===== config.mk =====
export PLATFORM = sky130hd
export DESIGN_NAME = pic_flags
export DESIGN_NICKNAME = d
export VERILOG_FILES = /design/src/core/pic_pkg.sv /design/src/core/pic_req_parity.sv /design/src/core/pic_flags.sv
export VERILOG_INCLUDE_DIRS = /design/src /design/src/core
export SDC_FILE = /design/constraint.sdc
export NUM_CORES = 1
export LEC_CHECK = 0
export BUFFER_PORTS_ARGS = -buffer_cell sky130_fd_sc_hd__buf_4
export CORE_MARGIN = 2
export CORE_UTILIZATION = 58
export DETAILED_ROUTE_END_ITERATION = 10
export GPL_TIMING_DRIVEN = 0
export HOLD_SLACK_MARGIN = 0.15
export PLACE_DENSITY = 0.87
export SETUP_SLACK_MARGIN = 0.2
export SLEW_MARGIN = 20
export SYNTH_ARGS = -nofsm -noshare
export SYNTH_HDL_FRONTEND = slang
export SYNTH_SLANG_ARGS = --single-unit

===== constraint.sdc =====
create_clock -name CLK_SYS -period 5.9 [get_ports CLK_SYS]
set_input_delay 0 -clock CLK_SYS [delete_from_list [all_inputs] [get_ports CLK_SYS]]
set_output_delay 0 -clock CLK_SYS [all_outputs]
set_load 0.02 [all_outputs]

===== src/core/pic_regs.svh =====
`ifndef PIC_REGS_SVH
`define PIC_REGS_SVH

// control bus register offsets
`define PIC_ADDR_CONFIG     6'h01
`define PIC_ADDR_FLAGS      6'h02
`define PIC_ADDR_MASK       6'h03
`define PIC_ADDR_TXCTL      6'h04
`define PIC_ADDR_FLAG_CMP   6'h1a
`define PIC_ADDR_TX_CMP     6'h1b

// read-only registers that reject host writes
`define PIC_ADDR_RO_0       6'h08
`define PIC_ADDR_RO_1       6'h0f
`define PIC_ADDR_RO_2       6'h10
`define PIC_ADDR_RO_3       6'h13
`define PIC_ADDR_RO_4       6'h14
`define PIC_ADDR_RO_5       6'h16
`define PIC_ADDR_RO_6       6'h18
`define PIC_ADDR_RO_7       6'h19
`define PIC_ADDR_RO_8       6'h25

// interrupt_condition_flags bit positions
`define PIC_BIT_REQ_PAR     0
`define PIC_BIT_HOST_PAR    1
`define PIC_BIT_RO_REJECT   2
`define PIC_BIT_CMP_INHIBIT 3
`define PIC_BIT_LEM         4
`define PIC_BIT_RCV_A       5
`define PIC_BIT_RCV_B       6
`define PIC_BIT_SENSE       7

// transmit_state_control: request parity check enable
`define PIC_BIT_TX_PAR_EN   6

// reset values
`define PIC_FLAGS_RST       8'h10
`define PIC_MASK_RST        8'h00
`define PIC_TXCTL_RST       8'ha2
`define PIC_CMP_RST         8'h00

// flag bits that a host write can clear; the upper three follow live levels
`define PIC_FLAG_WRITABLE   8'h1f

// parity sense of host bus and request data: odd
`define PIC_PARITY_ODD      1'b1

`endif


===== src/core/pic_pkg.sv =====
`default_nettype none

package pic_pkg;

  typedef enum logic [3:0] {
    PIC_IDLE  = 4'h1,
    PIC_WRITE = 4'h2,
    PIC_HOLD  = 4'h4,
    PIC_READ  = 4'h8
  } pic_bus_state_t;

  typedef struct packed {
    logic [7:0] data;
    logic       parity;
  } pic_req_bus_t;

  typedef struct packed {
    logic [2:0] sync;
    logic       level;
  } pic_strobe_t;

  typedef struct packed {
    pic_strobe_t    wr;
    pic_strobe_t    rd;
    pic_bus_state_t bus;
    logic [5:0]     addr;
    logic [7:0]     wdata;
    logic           wpar;
    logic [7:0]     flags;
    logic [7:0]     mask;
    logic [7:0]     flag_cmp;
    logic [7:0]     tx_ctl;
    logic [7:0]     tx_cmp;
    logic           int_n;
    logic [7:0]     rdata;
    logic           rpar;
    logic           data_oe;
    logic           ext_we;
    logic [5:0]     ext_addr;
    logic [7:0]     ext_wdata;
  } pic_core_state_t;

  typedef struct packed {
    logic err;
  } pic_par_state_t;

endpackage

`default_nettype wire


===== src/core/pic_req_parity.sv =====
`include "pic_regs.svh"
`default_nettype none

module pic_req_parity (
  input  wire logic                clk,
  input  wire logic                reset,
  input  wire pic_pkg::pic_req_bus_t req_bus [4],
  input  wire logic [1:0]          source_sel,
  input  wire logic                enters_tx,
  input  wire logic                check_en,
  output var  logic                parity_err
);

  logic [3:0]              bad;
  pic_pkg::pic_par_state_t st;
  pic_pkg::pic_par_state_t next_st;

  genvar i;
  generate
    for (i = 0; i < 4; i++) begin : g_bus
      assign bad[i] = (^{req_bus[i].data, req_bus[i].parity}) != `PIC_PARITY_ODD;
    end
  endgenerate

  // only the bus routed into the transmitter is judged; pass-through buses are ignored
  always_comb begin
    next_st     = st;
    next_st.err = check_en && enters_tx && bad[source_sel];
  end

  always_ff @(posedge clk or posedge reset) begin
    if (reset) begin
      st <= '0;
    end else begin
      st <= next_st;
    end
  end

  assign parity_err = st.err;
endmodule

`default_nettype wire


===== src/core/pic_flags.sv =====
//////////////////////////////////////////////////////////////////////////////
//////////////////////////////////////////////////////////////////////////////
`include "pic_regs.svh"
`default_nettype none

module pic_flags (
  input  wire logic                  CLK_SYS,
  input  wire logic                  RESET,
  input  wire logic [5:0]            CB_ADDR,
  input  wire logic [7:0]            CB_DATA_I,
  input  wire logic                  CB_PAR_I,
  input  wire logic                  CB_WR_N,
  input  wire logic                  CB_RD_N,
  output logic      [7:0]            CB_DATA_O,
  output logic                       CB_PAR_O,
  output logic                       CB_DATA_OE,
  input  wire pic_pkg::pic_req_bus_t REQ_BUS [4],
  input  wire logic [1:0]            TX_SOURCE_SEL,
  input  wire logic                  TX_DATA_VALID,
  input  wire logic                  SCRUB_ACTIVE,
  input  wire logic                  LINK_ERR_ZERO,
  input  wire logic                  EXT_COND_INHIBIT,
  input  wire logic [7:0]            RCV_COND_A,
  input  wire logic [7:0]            RCV_MASK_A,
  input  wire logic [7:0]            RCV_COND_B,
  input  wire logic [7:0]            RCV_MASK_B,
  input  wire logic [2:0]            SENSE,
  output logic                       INT_N,
  output logic      [7:0]            TX_STATE_CTL,
  output logic                       EXT_WE,
  output logic      [5:0]            EXT_ADDR,
  output logic      [7:0]            EXT_WDATA
);

  pic_pkg::pic_core_state_t st;
  pic_pkg::pic_core_state_t next_st;
  logic                     req_par_err;
  logic                     wr_fall;
  logic                     rd_fall;
  logic                     wpar_bad;
  logic                     ro_hit;
  logic [7:0]               flag_keep;
  logic [7:0]               tx_keep;

  //////////////////////////////////////////////////////////////////////////////

  pic_req_parity u_req_parity (
    .clk        (CLK_SYS),
    .reset      (RESET),
    .req_bus    (REQ_BUS),
    .source_sel (TX_SOURCE_SEL),
    .enters_tx  (TX_DATA_VALID),
    .check_en   (st.tx_ctl[`PIC_BIT_TX_PAR_EN]),
    .parity_err (req_par_err)
  );

  //////////////////////////////////////////////////////////////////////////////

  function automatic logic is_readonly(input logic [5:0] a);
    case (a)
      `PIC_ADDR_RO_0, `PIC_ADDR_RO_1, `PIC_ADDR_RO_2,
      `PIC_ADDR_RO_3, `PIC_ADDR_RO_4, `PIC_ADDR_RO_5,
      `PIC_ADDR_RO_6, `PIC_ADDR_RO_7, `PIC_ADDR_RO_8: is_readonly = 1'b1;
      default:                                        is_readonly = 1'b0;
    endcase
  endfunction

  function automatic logic [7:0] read_mux(input pic_pkg::pic_core_state_t s);
    case (s.addr)
      `PIC_ADDR_FLAGS:    read_mux = s.flags;
      `PIC_ADDR_MASK:     read_mux = s.mask;
      `PIC_ADDR_TXCTL:    read_mux = s.tx_ctl;
      `PIC_ADDR_FLAG_CMP: read_mux = s.flag_cmp;
      `PIC_ADDR_TX_CMP:   read_mux = s.tx_cmp;
      default:            read_mux = 8'h00;
    endcase
  endfunction

  //////////////////////////////////////////////////////////////////////////////

  // strobe change is accepted only once the second and third stages agree
  assign wr_fall   = st.wr.level && (st.wr.sync[1] == st.wr.sync[2]) && !st.wr.sync[2];
  assign rd_fall   = st.rd.level && (st.rd.sync[1] == st.rd.sync[2]) && !st.rd.sync[2];
  assign wpar_bad  = (^{st.wdata, st.wpar}) != `PIC_PARITY_ODD;
  assign ro_hit    = is_readonly(st.addr);
  // a bit that moved since the host loaded its compare copy must not be cleared
  assign flag_keep = (st.flags ^ st.flag_cmp) & `PIC_FLAG_WRITABLE;
  assign tx_keep   = st.tx_ctl ^ st.tx_cmp;

  always_comb begin
    next_st           = st;
    next_st.wr.sync   = {st.wr.sync[1:0], CB_WR_N};
    next_st.rd.sync   = {st.rd.sync[1:0], CB_RD_N};
    if (st.wr.sync[1] == st.wr.sync[2]) begin
      next_st.wr.level = st.wr.sync[2];
    end
    if (st.rd.sync[1] == st.rd.sync[2]) begin
      next_st.rd.level = st.rd.sync[2];
    end
    next_st.ext_we    = 1'b0;

    case (st.bus)
      pic_pkg::PIC_IDLE: begin
        if (wr_fall) begin
          // address and data are held by the host while its strobe is low
          next_st.addr  = CB_ADDR;
          next_st.wdata = CB_DATA_I;
          next_st.wpar  = CB_PAR_I;
          next_st.bus   = pic_pkg::PIC_WRITE;
        end else if (rd_fall) begin
          next_st.addr  = CB_ADDR;
          next_st.bus   = pic_pkg::PIC_READ;
        end
      end
      pic_pkg::PIC_WRITE: begin
        next_st.bus = pic_pkg::PIC_HOLD;
        // a write with bad parity is dropped whole, whatever its address
        if (wpar_bad) begin
          next_st.flags[`PIC_BIT_HOST_PAR] = 1'b1;
        end else if (ro_hit) begin
          next_st.flags[`PIC_BIT_RO_REJECT] = 1'b1;
        end else begin
          case (st.addr)
            `PIC_ADDR_CONFIG: begin
              if (SCRUB_ACTIVE) begin
                next_st.flags[`PIC_BIT_CMP_INHIBIT] = 1'b1;
              end else begin
                next_st.ext_we    = 1'b1;
                next_st.ext_addr  = st.addr;
                next_st.ext_wdata = st.wdata;
              end
            end
            `PIC_ADDR_FLAGS: begin
              // writes only clear; kept bits survive whatever is written
              next_st.flags = st.flags & (st.wdata | flag_keep | ~`PIC_FLAG_WRITABLE);
              if (|flag_keep) begin
                next_st.flags[`PIC_BIT_CMP_INHIBIT] = 1'b1;
              end
            end
            `PIC_ADDR_MASK: begin
              next_st.mask = st.wdata;
            end
            `PIC_ADDR_FLAG_CMP: begin
              next_st.flag_cmp = st.wdata;
            end
            `PIC_ADDR_TXCTL: begin
              next_st.tx_ctl = (st.tx_ctl & tx_keep) | (st.wdata & ~tx_keep);
              if (|tx_keep) begin
                next_st.flags[`PIC_BIT_CMP_INHIBIT] = 1'b1;
              end
            end
            `PIC_ADDR_TX_CMP: begin
              next_st.tx_cmp = st.wdata;
            end
            default: begin
              next_st.ext_we    = 1'b1;
              next_st.ext_addr  = st.addr;
              next_st.ext_wdata = st.wdata;
            end
          endcase
        end
      end
      pic_pkg::PIC_HOLD: begin
        // no new access until the released strobe has been accepted
        if (next_st.wr.level) begin
          next_st.bus = pic_pkg::PIC_IDLE;
        end
      end
      pic_pkg::PIC_READ: begin
        // read data follows the live flags for as long as the strobe stays low
        if (next_st.rd.level) begin
          next_st.bus = pic_pkg::PIC_IDLE;
        end
      end
      default: begin
        next_st.bus = pic_pkg::PIC_IDLE;
      end
    endcase

    // hardware events are applied after the host write, so a set beats a clear
    if (req_par_err) begin
      next_st.flags[`PIC_BIT_REQ_PAR] = 1'b1;
    end
    if (EXT_COND_INHIBIT) begin
      next_st.flags[`PIC_BIT_CMP_INHIBIT] = 1'b1;
    end
    if (LINK_ERR_ZERO) begin
      next_st.flags[`PIC_BIT_LEM] = 1'b1;
    end
    next_st.flags[`PIC_BIT_RCV_A] = |(RCV_COND_A & RCV_MASK_A);
    next_st.flags[`PIC_BIT_RCV_B] = |(RCV_COND_B & RCV_MASK_B);
    next_st.flags[`PIC_BIT_SENSE] = |SENSE;

    next_st.int_n   = ~|(next_st.flags & next_st.mask);
    next_st.data_oe = (next_st.bus == pic_pkg::PIC_READ);
    next_st.rdata   = read_mux(next_st);
    next_st.rpar    = ~^next_st.rdata;
  end

  // reset loads the flag word with the threshold bit already set
  always_ff @(posedge CLK_SYS or posedge RESET) begin
    if (RESET) begin
      st           <= '0;
      st.wr        <= '1;
      st.rd        <= '1;
      st.bus       <= pic_pkg::PIC_IDLE;
      st.flags     <= `PIC_FLAGS_RST;
      st.mask      <= `PIC_MASK_RST;
      st.flag_cmp  <= `PIC_CMP_RST;
      st.tx_ctl    <= `PIC_TXCTL_RST;
      st.tx_cmp    <= `PIC_CMP_RST;
      st.int_n     <= 1'b1;
    end else begin
      st <= next_st;
    end
  end

  assign INT_N        = st.int_n;
  assign CB_DATA_O    = st.rdata;
  assign CB_PAR_O     = st.rpar;
  assign CB_DATA_OE   = st.data_oe;
  assign TX_STATE_CTL = st.tx_ctl;
  assign EXT_WE       = st.ext_we;
  assign EXT_ADDR     = st.ext_addr;
  assign EXT_WDATA    = st.ext_wdata;

  logic wr_ok;
  assign wr_ok = (st.bus == pic_pkg::PIC_WRITE) && !wpar_bad && !ro_hit;
endmodule

`default_nettype wire


# Yosys cells after proc, flatten, opt, wreduce, memory -nomap -nowiden
# Index checks and enable logic that the tools add are counted.
[word_totals]
register_bits = 91
inputBits = 96
output_inout_bits = 34
elab_cells = 130
[op_classes]
n_lt_le_gt_ge = 1
n_eq_ne = 28
mux = 38
n_bitwise = 17
n_reduce_logical = 25
[ops]
columns = ["cell", "n"]
rows = [
  ["15-bit 2-to-1 mux", 5],
  ["6-bit by 5-bit equality test with 1-bit output (second input constant)", 10],
  ["9-bit XOR reduction", 5],
  ["8-bit AND", 5],
  ["8-bit one-hot mux with 5 select lines", 1],
  ["37-bit 2-to-1 mux", 1],
  ["34-bit 2-to-1 mux", 1],
  ["33-bit 2-to-1 mux", 1],
  ["8-bit 2-to-1 mux", 4],
  ["8-bit OR reduction", 4],
  ["15-bit one-hot mux with 2 select lines", 1],
  ["6-bit by 2-bit equality test with 1-bit output (second input constant)", 4],
  ["10-bit 2-to-1 mux", 2],
  ["4-bit one-hot mux with 4 select lines", 1],
  ["1-bit 2-to-1 mux", 13],
  ["6-bit by 3-bit equality test with 1-bit output (second input constant)", 2],
  ["6-bit by 4-bit equality test with 1-bit output (second input constant)", 2],
  ["5-bit OR reduction", 2],
  ["9-bit 2-to-1 mux", 1],
  ["9-bit OR reduction", 1],
  ["4-bit equality test (second input constant)", 2],
  ["4-bit 2-to-1 mux", 2],
  ["8-bit NOT", 1],
  ["8-bit OR", 1],
  ["other kinds (23)", 37],
]

# Depth between registers and ports, before layout
[depth]
depth_word = 12
ltp_mapped = 12
ltp_nobuf = 9

# By module
# From an unflattened synthesis, not the netlist that was laid out.
[unflattened]
cells_unflattened = 525
area_unflattened_um2 = 5393.9
[modules_own_cells]
columns = ["module", "instances", "cells_per_inst", "area_each_um2", "seq_area_each_um2"]
rows = [
  ["pic_flags", 1, 489, 5003.5, 2269.7],
  ["pic_req_parity", 1, 36, 390.4, 25.0],
]

# Least setup slack after synthesis
# OpenSTA, ideal clock, no wires.
[synth_path]
kind = "reg-to-reg"
from = "reg st[77] (netlist name)"
to = "reg st (netlist bit CB_PAR_O)"
setup_time_ps = 123
t_arrival_ps = 2987
t_required_ps = 5777
path_slack_ps = 2791
stages_incl_launch_ff = 11
n_path_buf = 1
synth_period_minus_slack_ps = 3109
path_cell_list = "dfrtp_1 clkbuf_1 nor4bb_1 nand4_1 mux2i_4 mux2_2 nor2b_1 a2111o_1 xor2_1 xnor3_1 xnor2_1"
[synth_rtl]
columns = ["element", "line", "rtl"]
rows = [
  ["from (decl)", "pic_flags.sv:35", "pic_pkg::pic_core_state_t st;"],
  ["from (signal assigned)", "pic_flags.sv:214", "st <= next_st;"],
]

==> impl_metrics.yaml <==
synthesis:
  synthCells: 514
  yosysSeqAreaShare_pct: 43.3
  syn_area_um2: 5310
  syn-num-nets: 610
  synth_seq_cells: 91
  synthFlopType: "dfrtp_1"
  synth_top_cell_by_area: "dfrtp_1"
  synthTopCellsByArea: "dfrtp_1 (36%), dfstp_2 (6.9%), xnor2_1 (6.6%), buf_4 (4.5%), nand2_1 (4.3%)"
  ys_async_sr_fraction_pct: 100
  synth_top_area_share_pct: 36.3
  synth_edf_count: 0
  avgSynthCellArea_um2: 10.3
  yosysUniqueCellTypes: 64
  synth_warnings: 0
  yosysMostFrequentCell: "dfrtp_1"
  synth.cells.most_frequent: "dfrtp_1 (77), nand2_1 (61), xnor2_1 (40)"
pwr:
  power_density_nw_per_um2: 367
  total_power_uw: 2520
  power.leakage_uw: 0.00332
  ir_drop_mv: 0.355
floorplanning:
  pin_count: 130
  fp.dieW_um: 99.6
  num_rows: 34
  core_region_area_um2: 8810
  die_h_um: 99.6
  initial_core_util_pct: 60.2
  fp.dieArea_um2: 9930
setup_path:
  cpPeakStageDelay_ns: 0.83
  criticalPathCategory: "flip-flop to flip-flop"
  cp_top_family: "multiplexers"
  startpoint_type: "flip-flop"
  critical_path.slowest_cell: "mux2i_1"
  cp_num_buf_inv: 2
  crit_fanout: 8
  crit_required_ns: 6.16
  crit_path_end_kind: "flip-flop"
  crit_chain: "nor4b_2 > o21a_1 > buf_2 > mux2i_1 > o31ai_1 > dlygate4sd3_1 > o221ai_1 > a211o_1 > xor2_1 > xnor3_1 > xnor2_1"
  arrival_ns: 4.23
clocking:
  clock_latency_ns: 0.37
  cts_tree: "yes"
  clock-sinks: 91
  clk_path_buf_depth: 2
  htreeDepth: 3
  clk_pin_slew_ns: 0.09
  postCtsResizedCells: 0
  numCtsBuffers: 9
  cts-root-buf: "clkbuf_8"
final_layout:
  fillers: 540
  multiInputGateArea_um2: 2570
  area_growth_pct: 29.3
  design_area_um2: 6860
  final_cells: 793
  nets: 776
  diodes: 0
  seqCellArea_um2: 2290
  drive_above_1_share_pct: 34.2
place:
  place_congestion: 0.913
  io_buffers: 129
  place_inst: 752
  place_ws_ns: 2.17
  placed_area_um2: 6440
  dp_hpwl_um: 10000
sta:
  hold_violations: 0
  setup_viol: 0
  fin_tns_setup_ns: 0
  period_share_pct: 67.3
  fmax_mhz: 252
  rsz0062_at_grt: "no"
  slew_headroom_pct: 30.5
  worst_slack_ns: 1.93
  finalClockSkew_ns: 0.0102
  period_needed_ns: 3.97
  finalMaxSlewViolations: 0
  worst_pin_slew_ns: 1.04
outcome:
  status: "completed"
global_routing:
  grt_overflow: 0
  grt_use_total_pct: 29.1
  grt_pass1_vias: 4729
  grt_max_degree: 55
  grt_pass1_wl_um: 22500
  antenna_found_initial: 0
run:
  drv_cap: 0
detailed_routing:
  drt_iter0_markers: 324
  antenna_left: 0
  wl_met3_um: 986
  routed_via_density: 5.84
  drc: 0
  wl_per_cell_um: 17.5
  finalWirelength_um: 13900
  drt-pass1-iter-count: 5
  num_vias: 4630
  met2_length_um: 7150
  met1Wirelength_um: 5290
  top_layer: "met4"
min_path:
  hold_path.class: "primary input to flip-flop"
path summary, 6_finish.rpt:
kind / start / to / slack (ns) / cells past startpoint
worst max register to register: st[81] / CB_PAR_O / 1.93 / 11
max in group asynchronous: RESET / TX_STATE_CTL[1] / 4.99 / 4
min in group asynchronous: RESET / st[72] / 0.22 / 3
worst min register to register: next_st[91] / next_st[92] / 0.35 / 0
worst max-delay path: st[81] / CB_PAR_O / 1.93 / 11
worst min-delay path: RCV_MASK_A[6] / CB_DATA_O[5] / 0.17 / 6
power breakdown:
group	switching [µW]	total [µW]	internal, µW
sequential	70.7	833	762
clock	224	390	165
combinational	683	1300	615
total	978	2520	1540
worst min-delay path: stages:
cell	delay, ns
buf_4	0.08
a22oi_1	0.05
nand4_1	0.11
nand2_1	0.06
o221ai_1	0.07
a2111o_1	0.13
cell type report:
cell class              instances  area share [%]
clock inverters                 4           0.401
plain buffers                  52            4.92
flip-flops and latches         91            33.4
inverters                      27            1.51
well taps                     108            1.97
clock buffers                  12            2.12
repair buffers                155            18.2
multi-input cells             344            37.5
cells in the final DEF (no fill, tap or decap), types with 5 or more instances in the layout:
cell and instances:
o21ai_0 20, dfstp_2 14, a22oi_1 12, nor2b_1 10
nand2b_1 5, xor2_1 11, mux2i_1 20, nor3_1 8
a21oi_1 19, a31oi_1 5, nand4_1 11, dlygate4sd3_1 25
nand2_1 61, mux2_2 20, buf_2 5, xnor2_1 40
inv_1 26, clkbuf_1 13, buf_4 161, nand3_1 5
clkbuf_8 10, nor2_1 15, dfrtp_1 77
logic make-up after synthesis:
family	synth area share [%]
simple gates	14.0
xor+xnor	10.6
compound gates	12.6
buf+inv	8.28
fa+ha+maj	0.377
mux	10.9
flops	43.3
repair_timing:
item | CTS | global route
hold buffers | 25 | 0
endpoints found under the hold margin | 109 | 0
setup buffers | 0 | 0
routing by layer:
layer / global-route usage [%] / up-vias
met5: 0 / -
met4: 13.3 / 0
met3: 5.06 / 39
met2: 51.3 / 257
met1: 34.7 / 2227
li1: - / 2107
stage by stage:
stage | hold slack [ns] | utilization [%]
2_1_floorplan | 0.00448 | -
3_3_place_gp | 0.110 | 72.8
3_5_place_dp | 0.0706 | 73.1
4_1_cts | 0.164 | 77.9
5_1_grt | 0.217 | 77.9
6_report | 0.174 | 77.9
sequential cells by signal (all words and copies together) (netlist names), 4 cells and up:
name          count
next_st           4
st               52
EXT_WDATA         8
CB_DATA_O         8
TX_STATE_CTL      8
EXT_ADDR          6
Power figures use the tool's default switching activity.
